**config.mk**
```make
export PLATFORM = sky130hd
export DESIGN_NAME = hbs_sequencer
export DESIGN_NICKNAME = d
export VERILOG_FILES = /design/src/design/hbs_pkg.sv /design/src/design/hbs_sequencer.sv /design/src/design/hbs_timer.sv
export VERILOG_INCLUDE_DIRS = /design/src /design/src/design
export SDC_FILE = /design/constraint.sdc
export NUM_CORES = 1
export LEC_CHECK = 0
export ABC_CLOCK_PERIOD_IN_PS = 6440
export CAP_MARGIN = 20
export CORE_ASPECT_RATIO = 1.75
export CORE_MARGIN = 1
export CORE_UTILIZATION = 60
export CTS_CLUSTER_SIZE = 25
export DETAILED_ROUTE_END_ITERATION = 10
export DONT_BUFFER_PORTS = 1
export PLACE_DENSITY = 0.74
export SLEW_MARGIN = 0
export SYNTH_ARGS = -nofsm -noshare
export SYNTH_HDL_FRONTEND = slang
export SYNTH_HIERARCHICAL = 1
export SYNTH_SLANG_ARGS = --single-unit
```
**constraint.sdc**
```tcl
create_clock -name clk_i -period 6.44 [get_ports clk_i]
set_input_delay 0.966 -clock clk_i [delete_from_list [all_inputs] [get_ports clk_i]]
set_output_delay 0.966 -clock clk_i [all_outputs]
set_load 0.005 [all_outputs]
```
**src/design/hbs_params.svh**
```systemverilog
// constants of the holding brake sequencer: reset values, timing counts
// Summary of operation
// - on run, energize motor; open brake only after excitation delay fully elapsed; the sequencer opens it at once on a stop during excitation
// - after brake open, hold zero speed until opening delay expires, then accelerate
// - ramp or quick stop decelerates to zero before brake close and motor off
// - setpoint below threshold starts monitor timer; actual below starts pulse-cancel timer
// - brake close commanded when first of monitor or pulse-cancel timer expires
// - after brake close, motor stays energized for closing delay, then switches off
// - coast stop closes brake at once, regardless of speed or timers, unless mode 2 or forced open keeps it open
// - mode 0 disabled (reset), 1 sequenced, 2 always open, 3 sequenced routed
// - opening delay configurable, reset 0.1 s, set above relay plus release time
// - closing delay configurable, reset 0.1 s, set above relay plus closing time
// - readable status bit mirrors the internal brake-open command
// - selectable forced-open input opens brake unless forced close is active; source resets to 0
// - selectable forced-close input closes brake unconditionally; source resets to 0
// - standstill speed threshold configurable, reset 20 rpm
// - standstill monitoring time configurable, reset 300 s
// - pulse-cancel delay configurable, reset 0.01 s
// - start frequency resets to 0 %; any nonzero value enables slip compensation
// - torque setpoint source for brake start in vector control, reset 0
`ifndef HBS_PARAMS_SVH
`define HBS_PARAMS_SVH

// ****************************************
// clock and time base
// ****************************************
`define HBS_CLK_PERIOD_NS 25
`define HBS_TICK_US 1000
`define HBS_TICK_CYCLES ((`HBS_TICK_US * 1000) / `HBS_CLK_PERIOD_NS)

// ****************************************
// configuration reset values (times in ms)
// ****************************************
`define HBS_MODE_RST 2'h0
`define HBS_CTRL_MODE_RST 8'h00
`define HBS_EXCITE_RST 20'h0_0000
`define HBS_OPEN_DLY_RST 20'h0_0064
`define HBS_CLOSE_DLY_RST 20'h0_0064
`define HBS_MON_TIME_RST 20'h4_93E0
`define HBS_PC_DLY_RST 20'h0_000A
`define HBS_THRESH_RST 16'h0014
`define HBS_SRC_RST 2'h0
`define HBS_START_FREQ_RST 8'h00
`define HBS_VECTOR_MIN 8'h14

`endif

```
**src/design/hbs_pkg.sv**
```systemverilog
// types of the holding brake sequencer
package hbs_pkg;

	typedef enum logic [1:0] {
		HBS_MODE_OFF = 2'b00,
		HBS_MODE_SEQ = 2'b01,
		HBS_MODE_OPEN = 2'b10,
		HBS_MODE_ROUTED = 2'b11
	} hbs_mode_e;

	typedef enum logic [2:0] {
		HBS_ST_IDLE = 3'b000,
		HBS_ST_MAG = 3'b001,
		HBS_ST_OPEN = 3'b010,
		HBS_ST_RUN = 3'b011,
		HBS_ST_STOP = 3'b100,
		HBS_ST_CLOSE = 3'b101
	} hbs_state_e;

	typedef struct packed {
		hbs_mode_e mode;
		logic [7:0] ctrl_mode;
		logic [19:0] excite_ms;
		logic [19:0] open_ms;
		logic [19:0] close_ms;
		logic [19:0] mon_ms;
		logic [19:0] pc_ms;
		logic [15:0] thresh_rpm;
		logic [1:0] fopen_src;
		logic [1:0] fclose_src;
		logic [7:0] start_freq;
		logic [1:0] torque_src;
	} hbs_cfg_s;

	typedef struct packed {
		logic motor_on;
		logic hold_zero;
		logic ramp_en;
		logic decel;
	} hbs_drv_s;

endpackage

```
**src/design/hbs_sequencer.sv**
```systemverilog
// holding brake sequencer: start, stop and coast handling of the motor brake
`timescale 1ns/100ps
`include "hbs_params.svh"
module hbs_sequencer #(
	parameter int TICK_CYCLES = `HBS_TICK_CYCLES
) (
	input wire logic clk_i,
	input wire logic rst_i,
	input wire logic cfg_load_i,
	input wire hbs_pkg::hbs_cfg_s cfg_i,
	input wire logic run_cmd_i,
	input wire logic ramp_stop_command_i,
	input wire logic quick_stop_command_i,
	input wire logic coast_stop_command_i,
	input wire logic signed [15:0] speed_setpoint_i,
	input wire logic signed [15:0] speed_actual_i,
	input wire logic [2:0] aux_pin_i,
	output hbs_pkg::hbs_drv_s drive_o,
	output logic brake_open_o,
	output logic brake_route_o,
	output logic brake_open_status_bit_o,
	output logic slip_comp_en_o,
	output logic [7:0] brake_start_frequency_o,
	output logic [1:0] brake_start_torque_source_o,
	output hbs_pkg::hbs_state_e state_o
);

	if (TICK_CYCLES < 2) begin
		$error("hbs_sequencer: TICK_CYCLES too small");
	end

	// ****************************************
	// helpers
	// ****************************************
	function automatic logic below_thr(input logic signed [15:0] spd, input logic [15:0] thr);
		logic [15:0] mag;
		mag = spd[15] ? 16'(-spd) : 16'(spd);
		return mag < thr;
	endfunction

	// source 0 is a constant zero, 1 to 3 pick a synchronised pin
	function automatic logic pick_src(input logic [1:0] sel, input logic [2:0] pins);
		logic v;
		v = 1'b0;
		if (sel != 2'h0) begin
			v = pins[sel - 2'h1];
		end
		return v;
	endfunction

	// ****************************************
	// configuration store
	// ****************************************
	// defaults live in the flop itself, so no cycle runs on an all-zero config unless cfg_load_i loads one
	localparam hbs_pkg::hbs_cfg_s CFG_RST = '{
		mode: hbs_pkg::hbs_mode_e'(`HBS_MODE_RST),
		ctrl_mode: `HBS_CTRL_MODE_RST,
		excite_ms: `HBS_EXCITE_RST,
		open_ms: `HBS_OPEN_DLY_RST,
		close_ms: `HBS_CLOSE_DLY_RST,
		mon_ms: `HBS_MON_TIME_RST,
		pc_ms: `HBS_PC_DLY_RST,
		thresh_rpm: `HBS_THRESH_RST,
		fopen_src: `HBS_SRC_RST,
		fclose_src: `HBS_SRC_RST,
		start_freq: `HBS_START_FREQ_RST,
		torque_src: `HBS_SRC_RST
	};
	hbs_pkg::hbs_cfg_s cfg_q;
	hbs_pkg::hbs_cfg_s cfg;

	always_ff @(posedge clk_i or posedge rst_i) begin
		if (rst_i) begin
			cfg_q <= CFG_RST;
		end else if (cfg_load_i) begin
			cfg_q <= cfg_i;
		end
	end

	assign cfg = cfg_q;

	// ****************************************
	// pin synchronisers
	// ****************************************
	logic [2:0] aux_meta_q;
	logic [2:0] aux_sync_q;

	always_ff @(posedge clk_i or posedge rst_i) begin
		if (rst_i) begin
			aux_meta_q <= 3'h0;
			aux_sync_q <= 3'h0;
		end else begin
			aux_meta_q <= aux_pin_i;
			aux_sync_q <= aux_meta_q;
		end
	end

	wire fopen_w = pick_src(cfg.fopen_src, aux_sync_q);
	wire fclose_w = pick_src(cfg.fclose_src, aux_sync_q);

	// ****************************************
	// decode
	// ****************************************
	hbs_pkg::hbs_state_e state_q;
	hbs_pkg::hbs_state_e state_d;
	wire seq_en = (cfg.mode == hbs_pkg::HBS_MODE_SEQ) || (cfg.mode == hbs_pkg::HBS_MODE_ROUTED);
	wire stop_req = ramp_stop_command_i || quick_stop_command_i;
	wire st_stop = (state_q == hbs_pkg::HBS_ST_STOP);
	wire sp_below = below_thr(speed_setpoint_i, cfg.thresh_rpm);
	wire act_below = below_thr(speed_actual_i, cfg.thresh_rpm);
	wire vector_mode = (cfg.ctrl_mode >= `HBS_VECTOR_MIN);

	logic sp_below_q;
	logic act_below_q;
	logic seq_start;
	logic [19:0] seq_dur;
	wire seq_done;
	wire mon_busy;
	wire mon_done;
	wire pc_done;

	// each timer starts on the first STOP cycle that finds its speed below the threshold
	wire mon_start = st_stop && sp_below && !sp_below_q;
	wire pc_start = st_stop && act_below && !act_below_q;
	wire stand_done = mon_done || pc_done;

	always_ff @(posedge clk_i or posedge rst_i) begin
		if (rst_i) begin
			sp_below_q <= 1'b0;
			act_below_q <= 1'b0;
		end else begin
			sp_below_q <= st_stop && sp_below;
			act_below_q <= st_stop && act_below;
		end
	end

	// ****************************************
	// timers
	// ****************************************
	hbs_timer #(
		.WIDTH(20),
		.TICK_CYCLES(TICK_CYCLES)
	) u_seq_tmr (
		.clk_i(clk_i),
		.rst_i(rst_i),
		.start_i(seq_start),
		.clear_i(coast_stop_command_i),
		.dur_i(seq_dur),
		.busy_o(),
		.done_o(seq_done)
	);

	hbs_timer #(
		.WIDTH(20),
		.TICK_CYCLES(TICK_CYCLES)
	) u_mon_tmr (
		.clk_i(clk_i),
		.rst_i(rst_i),
		.start_i(mon_start),
		.clear_i(!st_stop),
		.dur_i(cfg.mon_ms),
		.busy_o(mon_busy),
		.done_o(mon_done)
	);

	hbs_timer #(
		.WIDTH(20),
		.TICK_CYCLES(TICK_CYCLES)
	) u_pc_tmr (
		.clk_i(clk_i),
		.rst_i(rst_i),
		.start_i(pc_start),
		.clear_i(!st_stop),
		.dur_i(cfg.pc_ms),
		.busy_o(),
		.done_o(pc_done)
	);

	// ****************************************
	// sequence
	// ****************************************
	always_comb begin
		state_d = state_q;
		seq_start = 1'b0;
		seq_dur = cfg.excite_ms;
		case (state_q)
			hbs_pkg::HBS_ST_IDLE: begin
				if (run_cmd_i && !stop_req) begin
					state_d = hbs_pkg::HBS_ST_MAG;
					seq_start = 1'b1;
				end
			end
			// brake opens once excitation time is done; a stop during excitation goes to STOP, which opens it at once
			hbs_pkg::HBS_ST_MAG: begin
				if (stop_req) begin
					state_d = hbs_pkg::HBS_ST_STOP;
				end else if (seq_done && seq_en) begin
					state_d = hbs_pkg::HBS_ST_OPEN;
					seq_start = 1'b1;
					seq_dur = cfg.open_ms;
				end else if (seq_done) begin
					state_d = hbs_pkg::HBS_ST_RUN;
				end
			end
			// hold standstill through the opening delay
			hbs_pkg::HBS_ST_OPEN: begin
				if (stop_req) begin
					state_d = hbs_pkg::HBS_ST_STOP;
				end else if (seq_done) begin
					state_d = hbs_pkg::HBS_ST_RUN;
				end
			end
			// a stop goes through deceleration first
			hbs_pkg::HBS_ST_RUN: begin
				if (stop_req) begin
					state_d = hbs_pkg::HBS_ST_STOP;
				end
			end
			// first expiring standstill timer closes the brake
			hbs_pkg::HBS_ST_STOP: begin
				if (stand_done && seq_en) begin
					state_d = hbs_pkg::HBS_ST_CLOSE;
					seq_start = 1'b1;
					seq_dur = cfg.close_ms;
				end else if (stand_done) begin
					state_d = hbs_pkg::HBS_ST_IDLE;
				end
			end
			// motor stays on for the closing delay
			hbs_pkg::HBS_ST_CLOSE: begin
				if (seq_done) begin
					state_d = hbs_pkg::HBS_ST_IDLE;
				end
			end
			default: begin
				state_d = hbs_pkg::HBS_ST_IDLE;
			end
		endcase
		// coast stop overrides every state at once
		if (coast_stop_command_i) begin
			state_d = hbs_pkg::HBS_ST_IDLE;
			seq_start = 1'b0;
		end
	end

	// ****************************************
	// output decode
	// ****************************************
	wire seq_open_d = seq_en && ((state_d == hbs_pkg::HBS_ST_OPEN) ||
		(state_d == hbs_pkg::HBS_ST_RUN) || (state_d == hbs_pkg::HBS_ST_STOP));
	// mode selects disabled, sequenced, always open or routed
	wire mode_open_d = (cfg.mode == hbs_pkg::HBS_MODE_OPEN) || seq_open_d;
	// close wins over open: a dropped load is worse than a dragging brake
	wire brake_d = !fclose_w && (fopen_w || mode_open_d);
	wire starting_d = (state_d == hbs_pkg::HBS_ST_OPEN);

	hbs_pkg::hbs_drv_s drive_d;
	assign drive_d.motor_on = (state_d != hbs_pkg::HBS_ST_IDLE);
	assign drive_d.hold_zero = (state_d == hbs_pkg::HBS_ST_MAG) || starting_d;
	assign drive_d.ramp_en = (state_d == hbs_pkg::HBS_ST_RUN);
	assign drive_d.decel = (state_d == hbs_pkg::HBS_ST_STOP);

	always_ff @(posedge clk_i or posedge rst_i) begin
		if (rst_i) begin
			state_q <= hbs_pkg::HBS_ST_IDLE;
			drive_o <= '0;
			brake_open_o <= 1'b0;
			brake_route_o <= 1'b0;
			brake_open_status_bit_o <= 1'b0;
			slip_comp_en_o <= 1'b0;
			brake_start_frequency_o <= 8'h00;
			brake_start_torque_source_o <= 2'h0;
		end else begin
			state_q <= state_d;
			drive_o <= drive_d;
			// routed mode drives the interconnect, not the relay
			brake_open_o <= brake_d && (cfg.mode != hbs_pkg::HBS_MODE_ROUTED);
			brake_route_o <= brake_d && (cfg.mode == hbs_pkg::HBS_MODE_ROUTED);
			brake_open_status_bit_o <= brake_d;
			// nonzero start frequency enables slip compensation
			slip_comp_en_o <= (cfg.start_freq != 8'h00);
			brake_start_frequency_o <= starting_d ? cfg.start_freq : 8'h00;
			// torque source only used in vector control
			brake_start_torque_source_o <= (starting_d && vector_mode) ? cfg.torque_src : 2'h0;
		end
	end

	assign state_o = state_q;
endmodule

```
**src/design/hbs_timer.sv**
```systemverilog
// millisecond delay counter with its own prescaler
`timescale 1ns/100ps
module hbs_timer #(
	parameter int WIDTH = 20,
	parameter int TICK_CYCLES = 40000
) (
	input wire logic clk_i,
	input wire logic rst_i,
	input wire logic start_i,
	input wire logic clear_i,
	input wire logic [WIDTH-1:0] dur_i,
	output logic busy_o,
	output logic done_o
);

	// a one-cycle prescaler never wraps, so refuse it at build time
	if (WIDTH < 1 || TICK_CYCLES < 2) begin
		$error("hbs_timer: bad parameters");
	end

	localparam int PW = $clog2(TICK_CYCLES);

	logic [PW-1:0] pre_q;
	logic [WIDTH-1:0] cnt_q;
	wire tick = (pre_q == PW'(TICK_CYCLES - 1));

	// reload on every start not overridden by clear, count whole ms after it
	always_ff @(posedge clk_i or posedge rst_i) begin
		if (rst_i) begin
			pre_q <= '0;
			cnt_q <= '0;
			busy_o <= 1'b0;
			done_o <= 1'b0;
		end else if (clear_i) begin
			busy_o <= 1'b0;
			done_o <= 1'b0;
		end else if (start_i) begin
			pre_q <= '0;
			cnt_q <= dur_i;
			busy_o <= 1'b1;
			done_o <= 1'b0;
		end else if (busy_o) begin
			if (cnt_q == '0) begin
				busy_o <= 1'b0;
				done_o <= 1'b1;
			end else if (tick) begin
				pre_q <= '0;
				cnt_q <= cnt_q - WIDTH'(1);
			end else begin
				pre_q <= pre_q + PW'(1);
			end
		end
	end

endmodule

```
After elaboration in Yosys (flattened, before gate mapping)

Index checks and enable logic that the tools add are counted.
W data, S select, Z words.

Order comparisons: 5
Eq/ne operators: 23
Mux-type cells: 79
Bitwise gates (word level): 1
Reduce and logical (&&, ||, !) cells: 49
$add $sub $neg: 10

Operator list:

| operator                | number |
|---|---|
| $mux W20                | 15 |
| $mux W16                | 14 |
| $logic_not A20 Y1       | 3 |
| $sub A20 B1 Y20 const B | 3 |
| $add A16 B1 Y16 const B | 3 |
| $eq A16 B16 Y1 const B  | 3 |
| $pmux W20 S2            | 1 |
| $mux W1                 | 33 |
| $lt A16 B16 Y1          | 2 |
| $neg A16 Y16            | 2 |
| $mux W3                 | 10 |
| $pmux W3 S6             | 1 |
| $reduce_bool A2 Y1      | 8 |
| $eq A3 B2 Y1 const B    | 4 |
| $logic_and A1 B1 Y1     | 12 |
| $ne A3 B1 Y1 const B    | 4 |
| $reduce_and A4 Y1       | 3 |
| $eq A3 B3 Y1 const B    | 3 |
| $reduce_and A3 Y1       | 3 |
| $reduce_bool A3 Y1      | 3 |
| $ge A8 B5 Y1 const B    | 1 |
| $logic_or A1 B1 Y1      | 8 |
| $mux W8                 | 1 |
| $ne A2 B2 Y1 const B    | 4 |
| other kinds (13)        | 23 |

Bits of input ports: 182
Output and inout bits: 21
Register bits after elaboration: 283
Logic and storage cells: 206

Longest topological paths before layout

Depth in word-level cells: 15
Depth in mapped cells: 19
Depth with buffers taken out: 18

Cells and area by module

Netlist, hierarchy kept.

Modules (own cells, without submodules):

| module                     | times used | cells each | seq. area each (um^2) | area each (um^2) |
|---|---|---|---|---|
| hbs_sequencer              | 1          | 674        | 4,201.5               | 7,912.6 |
| hbs_timer at u_mon_tmr ... | 2          | 299        | 950.9                 | 2,532.4 |
| hbs_timer at u_seq_tmr     | 1          | 290        | 950.9                 | 2,481.1 |

Worst setup path after synthesis

Ideal clock, no wire load.

Path kind: input to register
Start point: input port speed_actual_i[1]
End point: register u_pc_tmr.cnt_q[6]
Setup slack: 1,534 ps
Library setup time: 145 ps
Arrival: 4,762 ps
Buffers on the path: 1
Stages on the path: 17
Required time: 6,295 ps
Cell sequence: or4_4 > or4_4 > or2_4 > o21ai_0 > xnor2_1 > ha_1 > nand2_1 > nor2_1 > a211oi_1 > o211ai_1 > nor3b_1 > nor2_1 > nor2_1 > o31ai_4 > buf_4 > nor2_1 > a211oi_1

Longest elaborated chain between the ends: 7
Elaborated cells between the ends (all ways): 10
Classes of those cells: add/sub: 1; order compare: 1; eq/ne: 1; mux: 2; reduce/logical: 5

Ends and longest elaborated chain:

| element                                                             | line                 | RTL |
|---|---|---|
| start, declared                                                     | hbs_sequencer.sv:16  | `input wire logic signed [15:0] speed_actual_i,` |
| $neg A16 Y16                                                        | hbs_sequencer.sv:37  | `mag = spd[15] ? 16'(-spd) : 16'(spd);` |
| $mux W16 (*)                                                        | hbs_sequencer.sv:37  |  |
| $lt A16 B16 Y1 (*)                                                  | hbs_sequencer.sv:38  | `return mag < thr;` |
| $logic_and A1 B1 Y1 (*) (2 in series)                               | hbs_sequencer.sv:124 | `wire pc_start = st_stop && act_below && !act_below_q;` |
| named net pc_start                                                  | hbs_sequencer.sv:124 |  |
| $ne A2 B2 Y1 (no source line) or $reduce_bool A2 Y1 (tied branches) | n/a                  |  |
| $reduce_and A4 Y1 (no source line)                                  | n/a                  |  |
| end signal, assigned                                                | hbs_timer.sv:39      | `cnt_q <= dur_i;` |
| end signal, assigned                                                | hbs_timer.sv:48      | `cnt_q <= cnt_q - WIDTH'(1);` |
| end, declared                                                       | hbs_timer.sv:24      | `logic [WIDTH-1:0] cnt_q;` |

Mark *: on every way through the listed nets, which the timed path passes. The rest lies on a longest branch.
A chain may end at the register's enable or synchronous reset.

Final worst setup path

Same ends and word-level chain as after synthesis.

==> results by group <==
Synth
  – Synthesized flop and latch total: 281
  – Syn_area_per_cell: 9.90 sq um
  – Mapped Area: 15,500 sq um
  – Fraction of registers with async set/reset: 1.00
  – Mapped Cells: 1,562
  – Fraction of the yosys area taken by sequential cells: 0.456
  – Net Count, Synth: 1,787
  – Netlist cell types: 88
  – Synth Flop Type: dfrtp_1
  – Post-synth EDFFs: 0
  – YS warnings: 6

Global routing
  – Initial antenna violation count: 5
  – First-pass GRT wire length: 60.1 mm
  – Tot GR Track Use: 0.286
  – Largest net degree at the start of global routing: 159
  – Gr ovfl total: 0
  – Vias in the first global route: 12,100

STA
  – Worst hold slack: 0.348 ns
  – Setup_tns: 0 ns
  – Fin crit share: 0.775
  – Endpoints failing hold: 0
  – Max frequency: 200 MHz
  – Relative slew slack: 0.413
  – Final Skew: 0.0121 ns
  – RSZ-0062 raised after global routing: false
  – Min Tclk post-route: 4.99 ns
  – Worst slew pin tran: 0.880 ns
  – Max-slew violations: 0
  – Number of setup violations in the final report: 0

CTS
  – Cts repair resizes: 0
  – Cts hold-fix bufs: 0
  – Htree depth: 1
  – Root Buffer Master: clkbuf_16
  – CTS tree: built
  – Num Clock Sinks: 281
  – Clock latency on the worst-skew pair: 0.54 ns
  – CTS Buf Count: 27
  – Post-CTS Setup Bufs: 0
  – Reg clk slew, reported paths: 0.07 ns
  – Clock Tree Buf Depth: 3

Finish
  – Nets: 1,754
  – Final Util: 0.653
  – Synthesis-to-finish area growth: 6.69%
  – Layout cells sized above 1: 0.163

Power and ir drop
  – Seq pwr share: 0.498
  – Logic pwr share: 0.125
  – P per Cell Area: 247 nW/um^2
  – Clock power share: 0.377
  – Worst vdd ir: 0.000255 V
  – Sw Pwr: 0.00108 W
  – Leakage power: 6.56 nW
  – Sw frac: 0.265
  – Internal cell power: 0.00299 W

Run status
  – Status: completed

Worst setup path
  – Crit Path Max Fanout: 22
  – Most frequent CP cell: nor2_1
  – CP Data Arrival Time: 5.38 ns
  – CP delay by family, top: simple AND/OR/NAND/NOR gates
  – Buf/Inv on CP: 1
  – Startpoint Class: input pin
  – Critical path depth in cells: 17
  – Slowest-stage cell, CP: or4_4
  – Setup crit end kind: flip-flop
  – Data required, critical path: 6.83 ns
  – Kind of critical path: input pin to flip-flop
  – R2R cell count: 10
  – Cells along the critical path: or4_4, or4_4, or2_4, o21ai_0, xnor2_1, ha_1, nand2_1, nor2_1, a211oi_1, o211ai_1, nor3b_2, nor2_1, nor2_1, o31ai_4, buf_4, nor2_1, a211oi_1
  – Largest stage delay, worst path: 0.52 ns

Floorplanning
  – FP Rows: 77
  – Die area: 26,400 sq um
  – Core Region: 25,200 sq um
  – IO Pins: 203
  – Chip Height: 214 microns
  – Chip Width: 123 microns
  – Starting Density: 0.612

Min path
  – Hold crit path type: flip-flop to flip-flop
  – Hold path depth: 0

Route
  – Wire length per cell: 20.1 microns
  – DR iter-0 viols: 745
  – Via density: 6.54
  – Via count: 12,200
  – First-pass DRT Iterations: 5
  – DRC Markers: 0
  – Post-Route WL: 37.5 mm
  – Post-route ant nets: 0

Placement
  – Hpwl dp: 26.6 mm
  – I/O Buffers: 0
  – Gpl congestion: 0.926

Flow run
  – Max Cap Viol: 0
state kept, by name (all words and copies together) (netlist names), 4 cells and up:
name	cells
cfg	138
u_pc_tmr/pre_q	16
u_seq_tmr/pre_q	16
u_seq_tmr/cnt_q	20
u_pc_tmr/cnt_q	20
u_mon_tmr/pre_q	16
brake_start_frequency_o	8
drive_o	4
u_mon_tmr/cnt_q	20
cells by family after synthesis:
kind of cell	count (synthesis)	synth area share
AO/OA/AOI/OAI	362	0.158
AND/OR/NAND/NOR	578	0.204
adder cells (fa/ha/maj)	43	0.0348
buffers and inverters	146	0.0403
flip-flops	281	0.456
multiplexers	126	0.0912
XOR/XNOR	26	0.0147
power groups by stage:
stage | Clock (W) | Sequential (W) | Combinational, W
after global placement | 0 | 0.00205 | 0.000491
final | 0.00153 | 0.00203 | 0.000507
after global routing | 0.00163 | 0.00204 | 0.000573
after detailed placement | 0 | 0.00205 | 0.000510
after CTS | 0.00157 | 0.00202 | 0.000512
after floorplan | 0 | 0.00201 | 0.000441
worst register-to-register path: cells and delay by family (launching register included):
kind                   cells  cell delay (ns)
AO/OA/AOI/OAI              4             0.93
buffers and inverters      1             0.28
flip-flops                 1             0.59
AND/OR/NAND/NOR            5             1.98
through the flow:
step	power (W)	std cells	area (sq um)	worst slack, ns
floorplan	0.00245	1562	15500	0.985
global placement	0.00254	1816	15600	0.901
detailed placement	0.00256	1816	15600	0.878
CTS	0.00411	1865	16500	1.45
global route	0.00425	1869	16500	1.11
finish	0.00407	1869	16500	1.45
cell type report:
class | instances | area, sq um
timing repair buffer | 19 | 143
clock inverter | 10 | 88.8
tap | 316 | 395
antenna | 4 | 10.0
inverter | 65 | 249
multi-input combinational | 1135 | 7800
fill | 2056 | 8750
sequential | 281 | 7050
clock buffer | 39 | 751
per-layer routing:
| layer | GRT usage | share of wire |
|---|---|---|
| met1 | 0.327 | 0.38 |
| met4 | 0.129 | 0.039 |
| met5 | 0 | 0.00035 |
| met2 | 0.506 | 0.53 |
| met3 | 0.0529 | 0.058 |
cells in the mapped netlist (36+ instances only):
master	n	area, sq um
a21oi_1	56	280
clkbuf_1	51	191
dfrtp_1	263	6580
ha_1	43	538
inv_1	62	233
mux2_2	119	1340
nand2_1	139	522
nand3_1	85	425
nor2_1	71	267
nor3_1	61	305
nor4_1	36	225
o21ai_0	113	566
cell usage in the layout, fill, tap and decap left out, types with 7 or more instances in the layout:
cell type / instances
o21ai_1: 13
o31ai_1: 20
or4_1: 33
dfstp_2: 18
xnor2_1: 26
nor2_1: 71
dfrtp_1: 263
ha_1: 43
a32oi_1: 7
and2_1: 15
o22ai_1: 11
nor3_1: 61
nor2b_1: 7
a211oi_1: 10
inv_1: 61
nand4_1: 27
clkbuf_1: 9
nand2b_1: 16
nand3_1: 85
o32ai_1: 10
clkbuf_16: 27
buf_4: 19
or3_1: 13
mux2_2: 119
mux2i_1: 7
a22oi_1: 34
nand2_1: 139
o41ai_1: 8
nor4_1: 35
o21ai_0: 113
a21oi_1: 55
o211ai_1: 14
and3_1: 22
path summary, 6_finish.rpt:
kind	start	to	slack [ns]
min reg2reg	aux_meta_q[1]$_DFF_PP0_	aux_sync_q[1]$_DFF_PP0_	0.35
max	speed_actual_i[1]	u_pc_tmr/cnt_q[6]$_DFFE_PP0P_	1.45
min	aux_meta_q[1]$_DFF_PP0_	aux_sync_q[1]$_DFF_PP0_	0.35
max reg2reg	state_o[2]$_DFF_PP0_	u_pc_tmr/cnt_q[6]$_DFFE_PP0P_	2.51
min in group asynchronous	rst_i	u_pc_tmr/cnt_q[11]$_DFFE_PP0P_	0.44
max in group asynchronous	rst_i	cfg[77]$_DFFE_PP0P_	4.53
Power figures use the tool's default switching activity.
